[src/inc/ptx_pkg.sv]
// package of constants, types and the lane map for the pixel link transmitter
package ptx_pkg;

  // ----------------------------------------------------------------
  // widths and counts
  // ----------------------------------------------------------------
  localparam int WORD_W = 28;          // parallel pixel word
  localparam int LANE_N = 4;           // serial data lanes
  localparam int SLOT_N = 7;           // bit slots per pixel period
  localparam int SLOT_W = 3;           // width of a slot index
  localparam int IDX_W = 5;            // width of a pixel bit index
  localparam int FWD_HIGH_SLOTS = 4;   // slots with forwarded clock high
  localparam int PER_W = 8;            // width of the pixel period count in system cycles
  localparam int LOCK_W = 20;          // lock wait counter width

  // ----------------------------------------------------------------
  // timing
  // ----------------------------------------------------------------
  localparam longint CLOCK_HZ = 125000000;  // system clock rate
  localparam longint LOCK_TIME_MS = 6;      // lock time after release
  // least time, so round up to whole cycles
  localparam longint LOCK_CYCLES_CALC = (LOCK_TIME_MS * CLOCK_HZ + 999) / 1000;

  // ----------------------------------------------------------------
  // types
  // ----------------------------------------------------------------
  typedef logic [SLOT_W-1:0] ptx_slot_t;
  typedef logic [PER_W-1:0] ptx_per_t;

  // link state, one-hot
  typedef enum logic [2:0] {
    ST_WAIT = 3'b001,   // active, no pixel clock edge seen yet
    ST_LOCK = 3'b010,   // edges seen, waiting out the lock time
    ST_RUN  = 3'b100    // lanes carry valid data
  } ptx_state_t;

  // ----------------------------------------------------------------
  // lane map: pixel bit index per lane for a slot, {lane3..lane0}
  // ----------------------------------------------------------------
  function automatic logic [LANE_N*IDX_W-1:0] ptx_slot_map(input ptx_slot_t slot);
    logic [LANE_N*IDX_W-1:0] m;
    m = '0;
    case (slot)
      3'h0: m = {5'h05, 5'h14, 5'h09, 5'h01};
      3'h1: m = {5'h1B, 5'h13, 5'h08, 5'h00};
      3'h2: m = {5'h17, 5'h1A, 5'h12, 5'h07};
      3'h3: m = {5'h11, 5'h19, 5'h0F, 5'h06};
      3'h4: m = {5'h10, 5'h18, 5'h0E, 5'h04};
      3'h5: m = {5'h0B, 5'h16, 5'h0D, 5'h03};
      3'h6: m = {5'h0A, 5'h15, 5'h0C, 5'h02};
      default: m = '0;
    endcase
    return m;
  endfunction : ptx_slot_map

endpackage : ptx_pkg

[src/rtl/ptx_link_tx.sv]
// top of the parallel-to-serial pixel link transmitter
// Notes on behaviour
// - capture all 28 bits each pixel period
// - edge select high rising, low falling
// - seven bit slots per pixel period
// - four data lanes plus forwarded clock
// - forwarded clock follows pixel clock frequency
// - shutdown stops clocking, outputs high impedance
// - shutdown low clears every register asynchronously
// - fixed slot to pixel bit lane map
// - forwarded clock high four slots, low three
// - data valid only after lock time
module ptx_link_tx
  import ptx_pkg::*;
#(
  parameter int LOCK_CYCLES = int'(ptx_pkg::LOCK_CYCLES_CALC)  // lock wait, shorten in simulation
) (
  input wire logic i_clock,
  input wire logic i_rst_n,
  input wire logic i_clock_en,
  input wire logic i_pixel_clock_in,
  input wire logic i_capture_edge_select,
  input wire logic i_shutdown_clear_n,
  input wire logic [ptx_pkg::WORD_W-1:0] i_pixel_bit,
  output logic [ptx_pkg::LANE_N-1:0] o_lane_pos,
  output logic [ptx_pkg::LANE_N-1:0] o_lane_neg,
  output logic o_lane_oe_n,
  output logic o_forwarded_clock_pos,
  output logic o_forwarded_clock_neg,
  output logic o_forwarded_clock_oe_n,
  output logic o_locked
);
  import ptx_pkg::*;

  // ----------------------------------------------------------------
  // shutdown release synchroniser
  // ----------------------------------------------------------------
  logic [1:0] active_sync;  // ones shifted in after release
  logic active;             // block may run

  // low pin clears at once; release is seen two edges later
  always_ff @(posedge i_clock or negedge i_shutdown_clear_n) begin
    if (!i_shutdown_clear_n) begin
      active_sync <= 2'h0;
    end else if (i_clock_en) begin
      active_sync <= {active_sync[0], 1'b1};
    end
  end
  assign active = active_sync[1];

  // ----------------------------------------------------------------
  // pin synchronisers
  // ----------------------------------------------------------------
  logic [2:0] pclk_sync;           // pixel clock, third stage for edges
  logic [1:0] sel_sync;            // edge select level
  logic [WORD_W-1:0] data_sync0;   // first data stage
  logic [WORD_W-1:0] data_sync1;   // second data stage
  logic [WORD_W-1:0] data_sync2;   // lines up with pclk_sync[2]
  logic [2:0] next_pclk_sync;
  logic [1:0] next_sel_sync;

  always_comb begin
    next_pclk_sync = {pclk_sync[1:0], i_pixel_clock_in};
    next_sel_sync = {sel_sync[0], i_capture_edge_select};
  end

  // data takes one stage more than the clock compare, so it holds the
  // sample taken just before the pixel clock edge
  always_ff @(posedge i_clock or negedge active) begin
    if (!active) begin
      pclk_sync <= 3'h0;
      sel_sync <= 2'h0;
      data_sync0 <= '0;
      data_sync1 <= '0;
      data_sync2 <= '0;
    end else if (!i_rst_n) begin
      pclk_sync <= 3'h0;
      sel_sync <= 2'h0;
      data_sync0 <= '0;
      data_sync1 <= '0;
      data_sync2 <= '0;
    end else if (i_clock_en) begin
      pclk_sync <= next_pclk_sync;
      sel_sync <= next_sel_sync;
      data_sync0 <= i_pixel_bit;
      data_sync1 <= data_sync0;
      data_sync2 <= data_sync1;
    end
  end

  // ----------------------------------------------------------------
  // capture edge
  // ----------------------------------------------------------------
  logic pclk_rise;  // rising edge of pixel clock seen
  logic pclk_fall;  // falling edge seen
  logic capture;    // chosen edge, one cycle

  // select is static by agreement, so no glitch guard on it
  always_comb begin
    pclk_rise = pclk_sync[1] & ~pclk_sync[2];
    pclk_fall = ~pclk_sync[1] & pclk_sync[2];
    capture = sel_sync[1] ? pclk_rise : pclk_fall;
  end

  // ----------------------------------------------------------------
  // period measure and slot timing
  // ----------------------------------------------------------------
  ptx_per_t cycle_cnt;        // cycles since last capture
  ptx_per_t period;           // last measured period
  logic [PER_W:0] slot_acc;   // fractional slot accumulator
  ptx_slot_t slot;            // current bit slot
  ptx_per_t next_cycle_cnt;
  ptx_per_t next_period;
  logic [PER_W:0] next_slot_acc;
  ptx_slot_t next_slot;
  logic [PER_W:0] acc_sum;    // accumulator plus one step

  // the system clock stands in for the 7x bit clock: each cycle adds
  // seven parts and a slot ends when a full period is collected; the
  // slot edges jitter by one cycle, which is the price of no PLL
  always_comb begin
    next_cycle_cnt = cycle_cnt;
    next_period = period;
    next_slot_acc = slot_acc;
    next_slot = slot;
    acc_sum = slot_acc + (PER_W+1)'(SLOT_N);
    if (capture) begin
      // new pixel period: slot zero lines up with the capture edge
      next_period = (cycle_cnt == '1) ? cycle_cnt : cycle_cnt + 1'b1;
      next_cycle_cnt = '0;
      next_slot_acc = '0;
      next_slot = '0;
    end else begin
      if (cycle_cnt != '1) begin
        next_cycle_cnt = cycle_cnt + 1'b1;
      end
      if (slot == SLOT_W'(SLOT_N - 1)) begin
        // last slot lasts until the next capture
        next_slot_acc = slot_acc;
      end else if (acc_sum >= {1'b0, period}) begin
        next_slot = slot + 1'b1;
        next_slot_acc = acc_sum - {1'b0, period};
      end else begin
        next_slot_acc = acc_sum;
      end
    end
  end

  always_ff @(posedge i_clock or negedge active) begin
    if (!active) begin
      cycle_cnt <= '0;
      period <= '0;
      slot_acc <= '0;
      slot <= '0;
    end else if (!i_rst_n) begin
      cycle_cnt <= '0;
      period <= '0;
      slot_acc <= '0;
      slot <= '0;
    end else if (i_clock_en) begin
      cycle_cnt <= next_cycle_cnt;
      period <= next_period;
      slot_acc <= next_slot_acc;
      slot <= next_slot;
    end
  end

  // ----------------------------------------------------------------
  // lock state
  // ----------------------------------------------------------------
  ptx_state_t state;            // link state
  ptx_state_t next_state;
  logic [LOCK_W-1:0] lock_cnt;  // cycles waited for lock
  logic [LOCK_W-1:0] next_lock_cnt;

  // data is held back until the lock time has run out
  always_comb begin
    next_state = state;
    next_lock_cnt = lock_cnt;
    unique case (state)
      ST_WAIT: begin
        if (capture) begin
          next_state = ST_LOCK;
        end
      end
      ST_LOCK: begin
        if (lock_cnt >= LOCK_W'(LOCK_CYCLES - 1)) begin
          next_state = ST_RUN;
        end else begin
          next_lock_cnt = lock_cnt + 1'b1;
        end
      end
      ST_RUN: begin
        next_state = ST_RUN;
      end
      default: begin
        // illegal code: restart the lock wait
        next_state = ST_WAIT;
        next_lock_cnt = '0;
      end
    endcase
  end

  always_ff @(posedge i_clock or negedge active) begin
    if (!active) begin
      state <= ST_WAIT;
      lock_cnt <= '0;
    end else if (!i_rst_n) begin
      state <= ST_WAIT;
      lock_cnt <= '0;
    end else if (i_clock_en) begin
      state <= next_state;
      lock_cnt <= next_lock_cnt;
    end
  end

  // ----------------------------------------------------------------
  // word holder and lane select
  // ----------------------------------------------------------------
  logic [LANE_N-1:0] lane_bits;  // bits of current slot

  ptx_shifter u_shifter (
    .i_clock(i_clock),
    .i_clear_n(active),
    .i_rst_n(i_rst_n),
    .i_clock_en(i_clock_en),
    .i_load(capture),
    .i_word(data_sync2),
    .i_slot(slot),
    .o_lane_bits(lane_bits)
  );

  // ----------------------------------------------------------------
  // output stage
  // ----------------------------------------------------------------
  logic [LANE_N-1:0] lane_out;   // registered lane levels
  logic fwd_out;                 // registered forwarded clock
  logic [LANE_N-1:0] next_lane_out;
  logic next_fwd_out;

  // lanes and clock leave from one register stage, so they stay aligned
  always_comb begin
    next_lane_out = '0;
    next_fwd_out = 1'b0;
    if (state == ST_RUN) begin
      next_lane_out = lane_bits;
      next_fwd_out = (slot < SLOT_W'(FWD_HIGH_SLOTS));
    end
  end

  always_ff @(posedge i_clock or negedge active) begin
    if (!active) begin
      lane_out <= '0;
      fwd_out <= 1'b0;
    end else if (!i_rst_n) begin
      lane_out <= '0;
      fwd_out <= 1'b0;
    end else if (i_clock_en) begin
      lane_out <= next_lane_out;
      fwd_out <= next_fwd_out;
    end
  end

  // drivers are off whenever shutdown is low
  assign o_lane_pos = lane_out;
  assign o_lane_neg = ~lane_out;
  assign o_lane_oe_n = ~active;
  assign o_forwarded_clock_pos = fwd_out;
  assign o_forwarded_clock_neg = ~fwd_out;
  assign o_forwarded_clock_oe_n = ~active;
  assign o_locked = (state == ST_RUN);

endmodule : ptx_link_tx

[src/rtl/ptx_shifter.sv]
// word holding register and per-slot lane selector of the pixel link transmitter
module ptx_shifter
  import ptx_pkg::*;
(
  input wire logic i_clock,
  input wire logic i_clear_n,
  input wire logic i_rst_n,
  input wire logic i_clock_en,
  input wire logic i_load,
  input wire logic [ptx_pkg::WORD_W-1:0] i_word,
  input wire ptx_pkg::ptx_slot_t i_slot,
  output logic [ptx_pkg::LANE_N-1:0] o_lane_bits
);
  import ptx_pkg::*;

  // ----------------------------------------------------------------
  // held word
  // ----------------------------------------------------------------
  logic [WORD_W-1:0] word;       // word being shifted out
  logic [WORD_W-1:0] next_word;  // value at next edge

  // replace only at a pixel period boundary, so a word is never torn
  always_comb begin
    next_word = word;
    if (i_load) begin
      next_word = i_word;
    end
  end

  // shutdown clears at once, without waiting for the clock
  always_ff @(posedge i_clock or negedge i_clear_n) begin
    if (!i_clear_n) begin
      word <= '0;
    end else if (!i_rst_n) begin
      word <= '0;
    end else if (i_clock_en) begin
      word <= next_word;
    end
  end

  // ----------------------------------------------------------------
  // slice select
  // ----------------------------------------------------------------
  // each lane picks the pixel bit that the map gives for this slot
  always_comb begin
    logic [LANE_N*IDX_W-1:0] map;
    map = ptx_slot_map(i_slot);
    for (int l = 0; l < LANE_N; l++) begin
      o_lane_bits[l] = word[map[l*IDX_W +: IDX_W]];
    end
  end

endmodule : ptx_shifter

[config.mk]
export PLATFORM = sky130hd
export DESIGN_NAME = ptx_link_tx
export DESIGN_NICKNAME = d
export VERILOG_FILES = /design/src/inc/ptx_pkg.sv /design/src/rtl/ptx_link_tx.sv /design/src/rtl/ptx_shifter.sv
export SDC_FILE = /design/constraint.sdc
export NUM_CORES = 1
export LEC_CHECK = 0
export ABC_AREA = 1
export BUFFER_PORTS_ARGS = -buffer_cell sky130_fd_sc_hd__buf_2
export CAP_MARGIN = 20
export CORE_MARGIN = 3
export CORE_UTILIZATION = 40
export DETAILED_ROUTE_END_ITERATION = 10
export GPL_TIMING_DRIVEN = 0
export PLACE_DENSITY = 0.55
export SLEW_MARGIN = 0
export SYNTH_ARGS = -nofsm -noshare
export SYNTH_HDL_FRONTEND = slang
export SYNTH_SLANG_ARGS = --single-unit
[constraint.sdc]
create_clock -name i_clock -period 12.38 [get_ports i_clock]
set_clock_uncertainty 0.05 [all_clocks]
set_input_delay 1.238 -clock i_clock [delete_from_list [all_inputs] [get_ports i_clock]]
set_output_delay 1.238 -clock i_clock [all_outputs]
set_load 0.02 [all_outputs]
==> results of run 1 <==
-- power by group --
part           leakage (µW)  switching [µW]  internal, µW  total, µW
Clock              0.000295             266           278        543
Sequential          0.00240            22.8           602        624
Combinational       0.00212             423           223        646
-- registers in the layout, indices dropped and copies added, names as in the netlist --
name and flops:
data_sync0 28, data_sync1 28, data_sync2 28, u_shifter.word 28, lock_cnt 20, slot_acc 9, cycle_cnt 8, period 8
o_lane_pos 4, pclk_sync 3, slot 3, state 3, active_sync 2, sel_sync 2, o_forwarded_clock_pos 1
-- per-stage QoR --
stage	instances	hold slack (ns)
after floorplan	1091	0.387
after global placement	1416	0.401
after detailed placement	1419	0.237
after CTS	1451	0.250
after global routing	1451	0.272
final	1451	0.235
-- cells by family after synthesis --
group,synth area share [%]
and+or+nand+nor,21.4
AOI/OAI and AO/OA,13.6
xor gates and xnor gates,2.85
DFF,48.9
adders and majority gates,2.46
buffers and inverters,10.8
-- placed cells by master (no fill, tap or decap), types with 7 or more instances in the layout --
cell and instances:
nand2_1 200, inv_1 198, dfrtp_1 173, nand3_1 111, o22ai_1 88, o21ai_0 79
buf_2 55, nor2_1 48, clkbuf_1 24, xor2_1 23, clkbuf_16 17, ha_1 16
nor3_1 12, nand4_1 12, a21oi_1 12, o211ai_1 8, o21ai_1 7
-- Yosys cell counts (12+ instances only) --
cell type,instances,share of area [%]
xor2_1,23,2.3
inv_1,198,8.3
o22ai_1,88,6.2
nand2_1,200,8.4
ha_1,16,2.2
dfrtp_1,174,49
nor2_1,48,2.0
o21ai_0,79,4.4
nor3_1,12,0.67
a21oi_1,12,0.67
nand3_1,111,6.2
nand4_1,12,0.84
clkbuf_1,24,1.0
-- per-layer routing --
| metal | part of all wire, % | up-vias | wire (µm) | GRT usage, % |
|---|---|---|---|---|
| li1 | - | 3698 | - | - |
| met1 | 48 | 3419 | 10600 | 26.6 |
| met2 | 47 | 119 | 10200 | 30.7 |
| met3 | 3.6 | 15 | 787 | 3.83 |
| met4 | 1.1 | 0 | 238 | 4.34 |
| met5 | 0 | - | 0 | 0 |
-- path summary, 6_finish.rpt --
kind                                  end  slack, ns  cells after the start
hold reg to reg              pclk_sync[0]       0.23                      0
min in group i_clock       active_sync[0]       0.43                      1
hold / removal               pclk_sync[0]       0.23                      0
setup / recovery              slot_acc[6]       9.46                     16
max in group asynchronous   data_sync2[6]      11.09                      2
setup reg to reg              slot_acc[6]       9.46                     16
-- layout make-up --
cell class / instances / area [µm²] / area share, %
buffer: 43 / 201 / 1.98
clock inverter: 14 / 160 / 1.57
timing repair buffer: 48 / 293 / 2.87
multi-input combinational: 671 / 3610 / 35.4
inverter: 202 / 761 / 7.46
sequential: 175 / 4380 / 43.0
tap: 280 / 350 / 3.44
clock buffer: 18 / 439 / 4.31
-- worst max-delay path: stages, from the launching register on --
cell and delay, ns:
dfrtp_1 0.40, inv_1 0.07, ha_1 0.23, a21oi_2 0.19, nand3_1 0.13, xor2_1 0.18, ha_1 0.37, nand2_1 0.09
inv_1 0.06, nand4_1 0.09, o211ai_1 0.14, nand2_1 0.29, nand2_2 0.18, buf_6 0.15, nand2_1 0.06, nand3_1 0.07
nand2_1 0.05
==> flow_summary_export.csv, run 1 <==
group,metric,value,unit
critical_path,cp_max_fo,10,
floorplan,start_util,40.9,%
routing,final_antenna_net_count,0,
critical_path,critPathKind,"register to register",
run,maxCapViolCount,0,
sta,final-setup-viol-count,0,
clock_network,cts.sinks,175,
critical_path,endpoint_kind,"register",
clock_network,clk_pin_slew,0.08,ns
clock_network,insertion_delay,0.44,ns
power_and_ir_drop,p_per_area,178,nW/µm²
floorplan,core_region_area,21900,µm²
critical_path,worstSetupStartpoint,"slot_acc[0]",
clock_network,ctsHoldBuffers,0,
power_and_ir_drop,power,1810,µW
global_route,antenna_found_initial,0,
synthesis,seq_area_frac_synth,48.9,%
synthesis,synth_enable_flop_cells,0,
synthesis,synth_nets,1142,
clock_network,post_cts_buffers,0,
sta,hold_viol,0,
global_route,grt_use_total,19.0,%
routing,routed_wl,21900,µm
floorplan,die_w,156,µm
synthesis,synthesis.area,8950,µm²
sta,tns,0,ns
finish,final_nets,1209,
synthesis,synth_seq_cells,175,
floorplan,rows,54,
global_route,gr-total-overflow,0,
finish,fin_util,46.6,%
sta,slew_violations,0,
min_path,min_path_type,"register to async pin",
global_route,grt_pass1_vias,7093,
global_route,grt_start_max_net_pins,69,
routing,wl_per_cell,15.1,µm
placement,place_hpwl,15800,µm
clock_network,cts_root_buf,"clkbuf_16",
sta,max_freq,0.343,GHz
finish,drive_gt1_share,11.2,%
global_route,grt_pass1_wl,37100,µm
routing,num_vias,7251,
routing,drtPass1Iterations,7,
synthesis,syn_area_per_cell,8.20,µm²
sta,setup_slack,9.46,ns
floorplan,die_area,24200,µm²
placement,place_area,9600,µm²
sta,period_share,23.6,%
routing,drcViolationCount,0,
clock_network,cts_resized,0,
placement,dpl_worst_slack,9.08,ns
sta,rsz0062_at_grt,"false",
critical_path,reg2reg_from,"slot_acc[0]",
status,status,"finished clean",
synthesis,synth_warnings,0,
synthesis,yosysUniqueCellTypes,45,
floorplan,io_pins,47,
clock_network,numCtsBuffers,17,
power_and_ir_drop,leakagePower,0.00481,µW
finish,num_antenna_cells,0,
placement,routabilityCongestion,0.875,
synthesis,syn_inst,1091,
finish,fillers,2265,
synthesis,ys_async_sr_fraction,100,%
finish,area_growth,13.9,%
placement,io_buffers,45,
synthesis,synthFlopType,"dfrtp_1",
finish,final_area,10200,µm²
power_and_ir_drop,ir_drop,0.0930,mV
sta,slew_headroom,48.7,%
routing,vias_per_cell,5.00,
critical_path,startpoint_type,"register",
critical_path,critical_path_required,12.65,ns
clock_network,cts_buffer_depth,2,
clock_network,tritoncts,"built",
clock_network,cts_max_level,4,
sta,tightest_slew,0.770,ns
floorplan,die_h,156,µm
sta,fin_crit,2.92,ns
routing,drtIter0Drc,299,
critical_path,critPathArrivalTime,3.19,ns
No activity file was read; power rests on OpenSTA's default activity.
==> run 2, diff against run 1 <==
clock period = 2.7 ns   (was 12.38 ns; I/O delays follow)
==> run 2 against run 1 <==
Sequential power increased to 4.6 times the previous value; via count is 1.8% higher; highest routed layer unchanged; clock-buffer cell count is the same.
==> flow_summary_export.csv, run 2 (same netlist as run 1, synthesis figures left out) <==
group,metric,value,unit
status,status,"finished clean",
floorplan,core_region_area,21900,µm²
finish,drive_gt1_share,13.0,%
critical_path,critPathSlowestCell,"dfrtp_1",
sta,rsz0062_at_grt,"true",
global_route,grt_use_total,18.9,%
finish,fin_util,47.8,%
routing,top_layer,"met4",
critical_path,critical_path_required,2.97,ns
sta,slew_headroom,51.3,%
routing,routed-wl-met3,694,µm
sta,tns,0,ns
critical_path,critPathKind,"register to register",
floorplan,die_area,24200,µm²
sta,tightest_slew,0.730,ns
finish,num_antenna_cells,0,
critical_path,startpoint_type,"register",
routing,drtIter0Drc,395,
placement,dp.cells,1419,
sta,final-setup-viol-count,0,
critical_path,cp_max_fo,7,
sta,fin_crit,2.56,ns
floorplan,start_util,40.9,%
finish,final_cell_mix,"198 x inv_1, 198 x nand2_1, 173 x dfrtp_1",
critical_path,endpoint_kind,"register",
finish,multi_input_area,3690,µm²
run,maxCapViolCount,0,
floorplan,die_w,156,µm
critical_path,path_common_cell,"nand2_1",
clock_network,insertion_delay,0.43,ns
floorplan,die_h,156,µm
placement,routabilityCongestion,0.906,
min_path,min_from,"i_pixel_bit[14]",
clock_network,cts_root_buf,"clkbuf_16",
floorplan,rows,54,
routing,routed_wl,22200,µm
placement,io_buffers,45,
placement,place_area,9610,µm²
critical_path,reg2reg_from,"slot_acc[2]",
global_route,gr-total-overflow,0,
finish,regArea,4380,µm²
sta,hold_viol,0,
sta,max_freq,0.390,GHz
sta,slew_violations,0,
routing,met1_length,10800,µm
finish,fillers,2203,
finish,final_nets,1227,
sta,setup_slack,0.135,ns
placement,place_hpwl,15900,µm
finish,finalNonFillerCells,1469,
clock_network,cts_max_level,4,
critical_path,path_cells,"inv_2 -> nand3_1 -> nand3_2 -> nor2_1 -> nand2_1 -> xor2_2 -> inv_1 -> ha_4 -> nand2_1 -> nor2_1 -> a41o_1 -> nor2_4 -> nand2_4 -> buf_4 -> nand2_1 -> nand3_1 -> nand2_1",
routing,num_vias,7378,
routing,final_antenna_net_count,0,
global_route,grt_pass1_wl,37000,µm
floorplan,io_pins,47,
critical_path,worstSetupStartpoint,"slot_acc[2]",
clock_network,cts_buffer_depth,2,
global_route,grt_start_max_net_pins,67,
clock_network,clk_pin_slew,0.08,ns
routing,drcViolationCount,0,
placement,dpl_worst_slack,-0.207,ns
critical_path,slowest_delay,0.42,ns
clock_network,numCtsBuffers,17,
routing,vias_per_cell,5.02,
finish,final_area,10500,µm²
routing,wl_per_cell,15.1,µm
clock_network,tritoncts,"built",
global_route,antenna_found_initial,0,
finish,area_growth,17.0,%
global_route,grt_pass1_vias,7130,
min_path,min_path_type,"input port to register",
critical_path,critPathArrivalTime,2.84,ns
power_and_ir_drop,ir_drop,0.394,mV
routing,wl_met2,10400,µm
power_and_ir_drop,leakagePower,0.00492,µW
routing,drtPass1Iterations,5,
sta,period_share,95.0,%
power_and_ir_drop,p_per_area,837,nW/µm²
clock_network,cts.sinks,175,
run 2: changes by cell type in the layout (fill, tap and decap cells not counted), moves of 3 or more:
cell	change
xor2_1	-3
ha_1	-4
buf_4	+12
clkinv_4	-3
dlygate4sd3_1	+6
xor2_2	+3
inv_6	+3
run 2: critical path, delay by kind of cell (launching register included):
kind / cells / cell delay, ns
xor gates and xnor gates: 1 / 0.18
and+or+nand+nor: 11 / 0.90
buffers and inverters: 3 / 0.33
adders and majority gates: 1 / 0.30
DFF: 1 / 0.42
AOI/OAI and AO/OA: 1 / 0.26
run 2: cell type report:
| cell class | instances | area share [%] |
|---|---|---|
| Buffer | 43 | 1.92 |
| Clock buffer | 18 | 4.20 |
| Clock inverter | 14 | 1.76 |
| Inverter | 202 | 7.27 |
| Multi-Input combinational cell | 671 | 35.3 |
| Sequential cell | 175 | 41.9 |
| Tap cell | 280 | 3.35 |
| Timing Repair Buffer | 66 | 4.37 |
run 2: worst paths after layout:
check | end | slack [ns] | cells after the start
max in group asynchronous | slot_acc[7] | 1.43 | 3
worst max register to register | slot_acc[2] | 0.14 | 17
worst min-delay path | data_sync0[14] | 0.01 | 3
min in group asynchronous | data_sync0[25] | 0.05 | 0
worst min register to register | data_sync0[25] | 0.05 | 0
worst max-delay path | slot_acc[2] | 0.14 | 17
run 2: metrics by stage:
step	hold slack (ns)	power, µW
after CTS	0.0000871	8610
after global routing	0.00545	9390
after global placement	0.00796	5840
final	0.0144	8760
after floorplan	-0.0756	5180
after detailed placement	0.0173	5870
run 2: repair_timing:
| item | CTS | global route |
|---|---|---|
| resized for setup | 1 | 15 |
| setup buffers | 6 | 5 |
| hold endpoints to repair | 7 | 0 |
| endpoints found under the setup margin | 11 | 12 |
| hold buffers | 6 | 0 |
| gates cloned | 0 | 1 |
| pin swaps | 3 | 7 |
run 2: where the power goes:
part / leakage, µW / internal (µW) / total, µW / switching, µW
registers: 0.00240 / 2760 / 2860 / 97.5
logic: 0.00222 / 1250 / 3330 / 2080
clock network: 0.000305 / 1370 / 2570 / 1210
run 2: per-layer routing:
layer / GRT usage (%) / vias to the layer above
met5: 0 / -
met4: 5.59 / 0
met3: 3.11 / 20
met2: 30.4 / 131
met1: 26.6 / 3470
li1: - / 3757
==> run 3, diff against run 2 <==
==> constraint.sdc (replaced) <==
create_clock -name i_clock -period 2.7 [get_ports i_clock]
set_clock_uncertainty 0.05 [all_clocks]
set_input_delay 0.54 -clock i_clock [delete_from_list [all_inputs] [get_ports i_clock]]
set_output_delay 0.54 -clock i_clock [all_outputs]
set_load 0.02 [all_outputs]
==> run 3 against run 2 <==
Final area is 0.73% lower; core utilization is 0.35 points lower; critical path type unchanged; sequential cell count unchanged; maximum frequency shrank 2.1%; largest power group unchanged; final cell count fell by 0.48%; register-to-register slack got worse by 0.06 ns; worst setup slack worse by 0.056 ns; critical path depth decreased by 2; via count grew 0.68%.
==> flow_summary_export.csv, run 3 (same netlist as run 1, synthesis figures left out) <==
group,metric,value,unit
floorplan,rows,54,
clock_network,clk_pin_slew,0.08,ns
routing,vias_per_cell,5.08,
sta,tightest_slew,0.820,ns
power_and_ir_drop,power,8730,µW
global_route,antenna_found_initial,0,
critical_path,startpoint_type,"register",
critical_path,critPathKind,"register to register",
floorplan,core_region_area,21900,µm²
power_and_ir_drop,leakagePower,0.00487,µW
floorplan,die_h,156,µm
global_route,grt_start_max_net_pins,71,
run,maxCapViolCount,0,
global_route,grt_pass1_wl,37600,µm
min_path,min_path_type,"input port to register",
floorplan,start_util,40.9,%
routing,final_antenna_net_count,0,
placement,io_buffers,45,
clock_network,insertion_delay,0.43,ns
sta,slew_violations,0,
sta,hold_viol,0,
routing,routed_wl,22400,µm
critical_path,r2r_slack,0.08,ns
global_route,grt_use_total,19.2,%
finish,layout_commonest_cell,"nand2_1",
global_route,grt_pass1_vias,7277,
finish,drive_gt1_share,13.4,%
finish,final_cell_mix,"198 x nand2_1, 196 x inv_1, 173 x dfrtp_1",
critical_path,critPathArrivalTime,2.94,ns
critical_path,critical_path_required,3.02,ns
floorplan,io_pins,47,
routing,drcViolationCount,0,
finish,area_growth,16.1,%
clock_network,tritoncts,"built",
finish,final_nets,1220,
placement,routabilityCongestion,0.908,
clock_network,cts_root_buf,"clkbuf_16",
floorplan,die_w,156,µm
critical_path,reg2reg_from,"slot_acc[0]",
clock_network,numCtsBuffers,17,
global_route,gr-total-overflow,0,
power_and_ir_drop,ir_drop,0.391,mV
sta,period_share,97.1,%
finish,num_antenna_cells,0,
critical_path,cp_max_fo,5,
sta,tns,0,ns
critical_path,worstSetupStartpoint,"slot_acc[0]",
floorplan,die_area,24200,µm²
placement,place_hpwl,15900,µm
power_and_ir_drop,p_per_area,840,nW/µm²
sta,fin_crit,2.62,ns
critical_path,reg2regPathDepth,15,
routing,wl_per_cell,15.3,µm
placement,dpl_worst_slack,-0.241,ns
sta,final-setup-viol-count,0,
clock_network,cts.sinks,175,
critical_path,endpoint_kind,"register",
sta,max_freq,0.382,GHz
clock_network,cts_buffer_depth,2,
routing,drtIter0Drc,391,
critical_path,rr_endpoint,"slot_acc[2]",
critical_path,endpoint,"slot_acc[2]",
status,status,"finished clean",
sta,slew_headroom,45.4,%
routing,drtPass1Iterations,5,
routing,num_vias,7428,
sta,setup_slack,0.0788,ns
clock_network,cts_max_level,4,
## run 3: cell types whose count changed in the layout (fill, tap and decap cells not counted), moves of 2 or more
| cell | change |
|---|---|
| buf_4 | -3 |
| clkinvlp_4 | +2 |
| dlygate4sd3_1 | -5 |
| ha_2 | -2 |
| ha_4 | +2 |
| inv_1 | -2 |
| inv_2 | +2 |
| inv_6 | -3 |
| inv_8 | +2 |
## run 3: worst min-delay path by stage
stage	start	endpoint	slack, ns	cells past startpoint
3_3_place_gp	i_shutdown_clear_n	active_sync[1]	0.28	1
6_report	i_pixel_bit[12]	data_sync0[12]	0.28	3
3_5_place_dp	i_shutdown_clear_n	active_sync[1]	0.28	1
2_1_floorplan	i_shutdown_clear_n	active_sync[0]	0.19	0
4_1_cts	i_pixel_bit[12]	data_sync0[12]	0.27	3
5_1_grt	i_pixel_bit[13]	data_sync0[13]	0.27	3
## run 3: stage by stage
stage                     hold slack, ns  instances  util [%]  area [µm²]
after floorplan                    0.194       1091         -        8960
after global placement             0.279       1416      43.5        9530
after detailed placement           0.280       1418      43.8        9590
after CTS                          0.269       1456      46.7       10200
after global routing               0.272       1462      47.5       10400
final                              0.281       1462      47.5       10400
## run 3: layout make-up
class / instances / area [µm²]
Clock inverter: 15 / 170
Sequential cell: 175 / 4380
Clock buffer: 17 / 425
Timing Repair Buffer: 58 / 365
Tap cell: 280 / 350
Multi-Input combinational cell: 672 / 3730
Inverter: 202 / 761
Buffer: 43 / 205
Fill cell: 2193 / 11500
## run 3: routing by layer
metal	share of wire, %	GRT usage (%)	vias up
li1	-	-	3734
met1	48	26.7	3523
met2	46	31.1	145
met3	3.2	3.13	26
met4	2.0	5.92	0
met5	0	0	-
## run 3: worst max-delay path, stage by stage (launching register included)
cell and delay [ns]:
dfrtp_1 0.37, inv_2 0.07, ha_4 0.18, a21oi_4 0.15
nand3_2 0.13, xor2_2 0.27, ha_4 0.25, nand2_1 0.09
nor2_2 0.06, a41o_2 0.28, nor2_4 0.19, nand2_4 0.08
buf_4 0.17, nand2_1 0.06, nand3_1 0.06, nand2_1 0.08
## run 3: timing repair
action	4_1_cts	5_1_grt
endpoints found under the setup margin	12	12
endpoints found under the hold margin	2	0
hold buffers	1	0
pin swaps	4	10
gates resized for setup	1	23
cloned	1	1
buffers inserted	4	5
## run 3: where the power goes
part	internal [µW]	switching, µW
clock network	1250	1220
registers	2760	122
logic	1280	2100
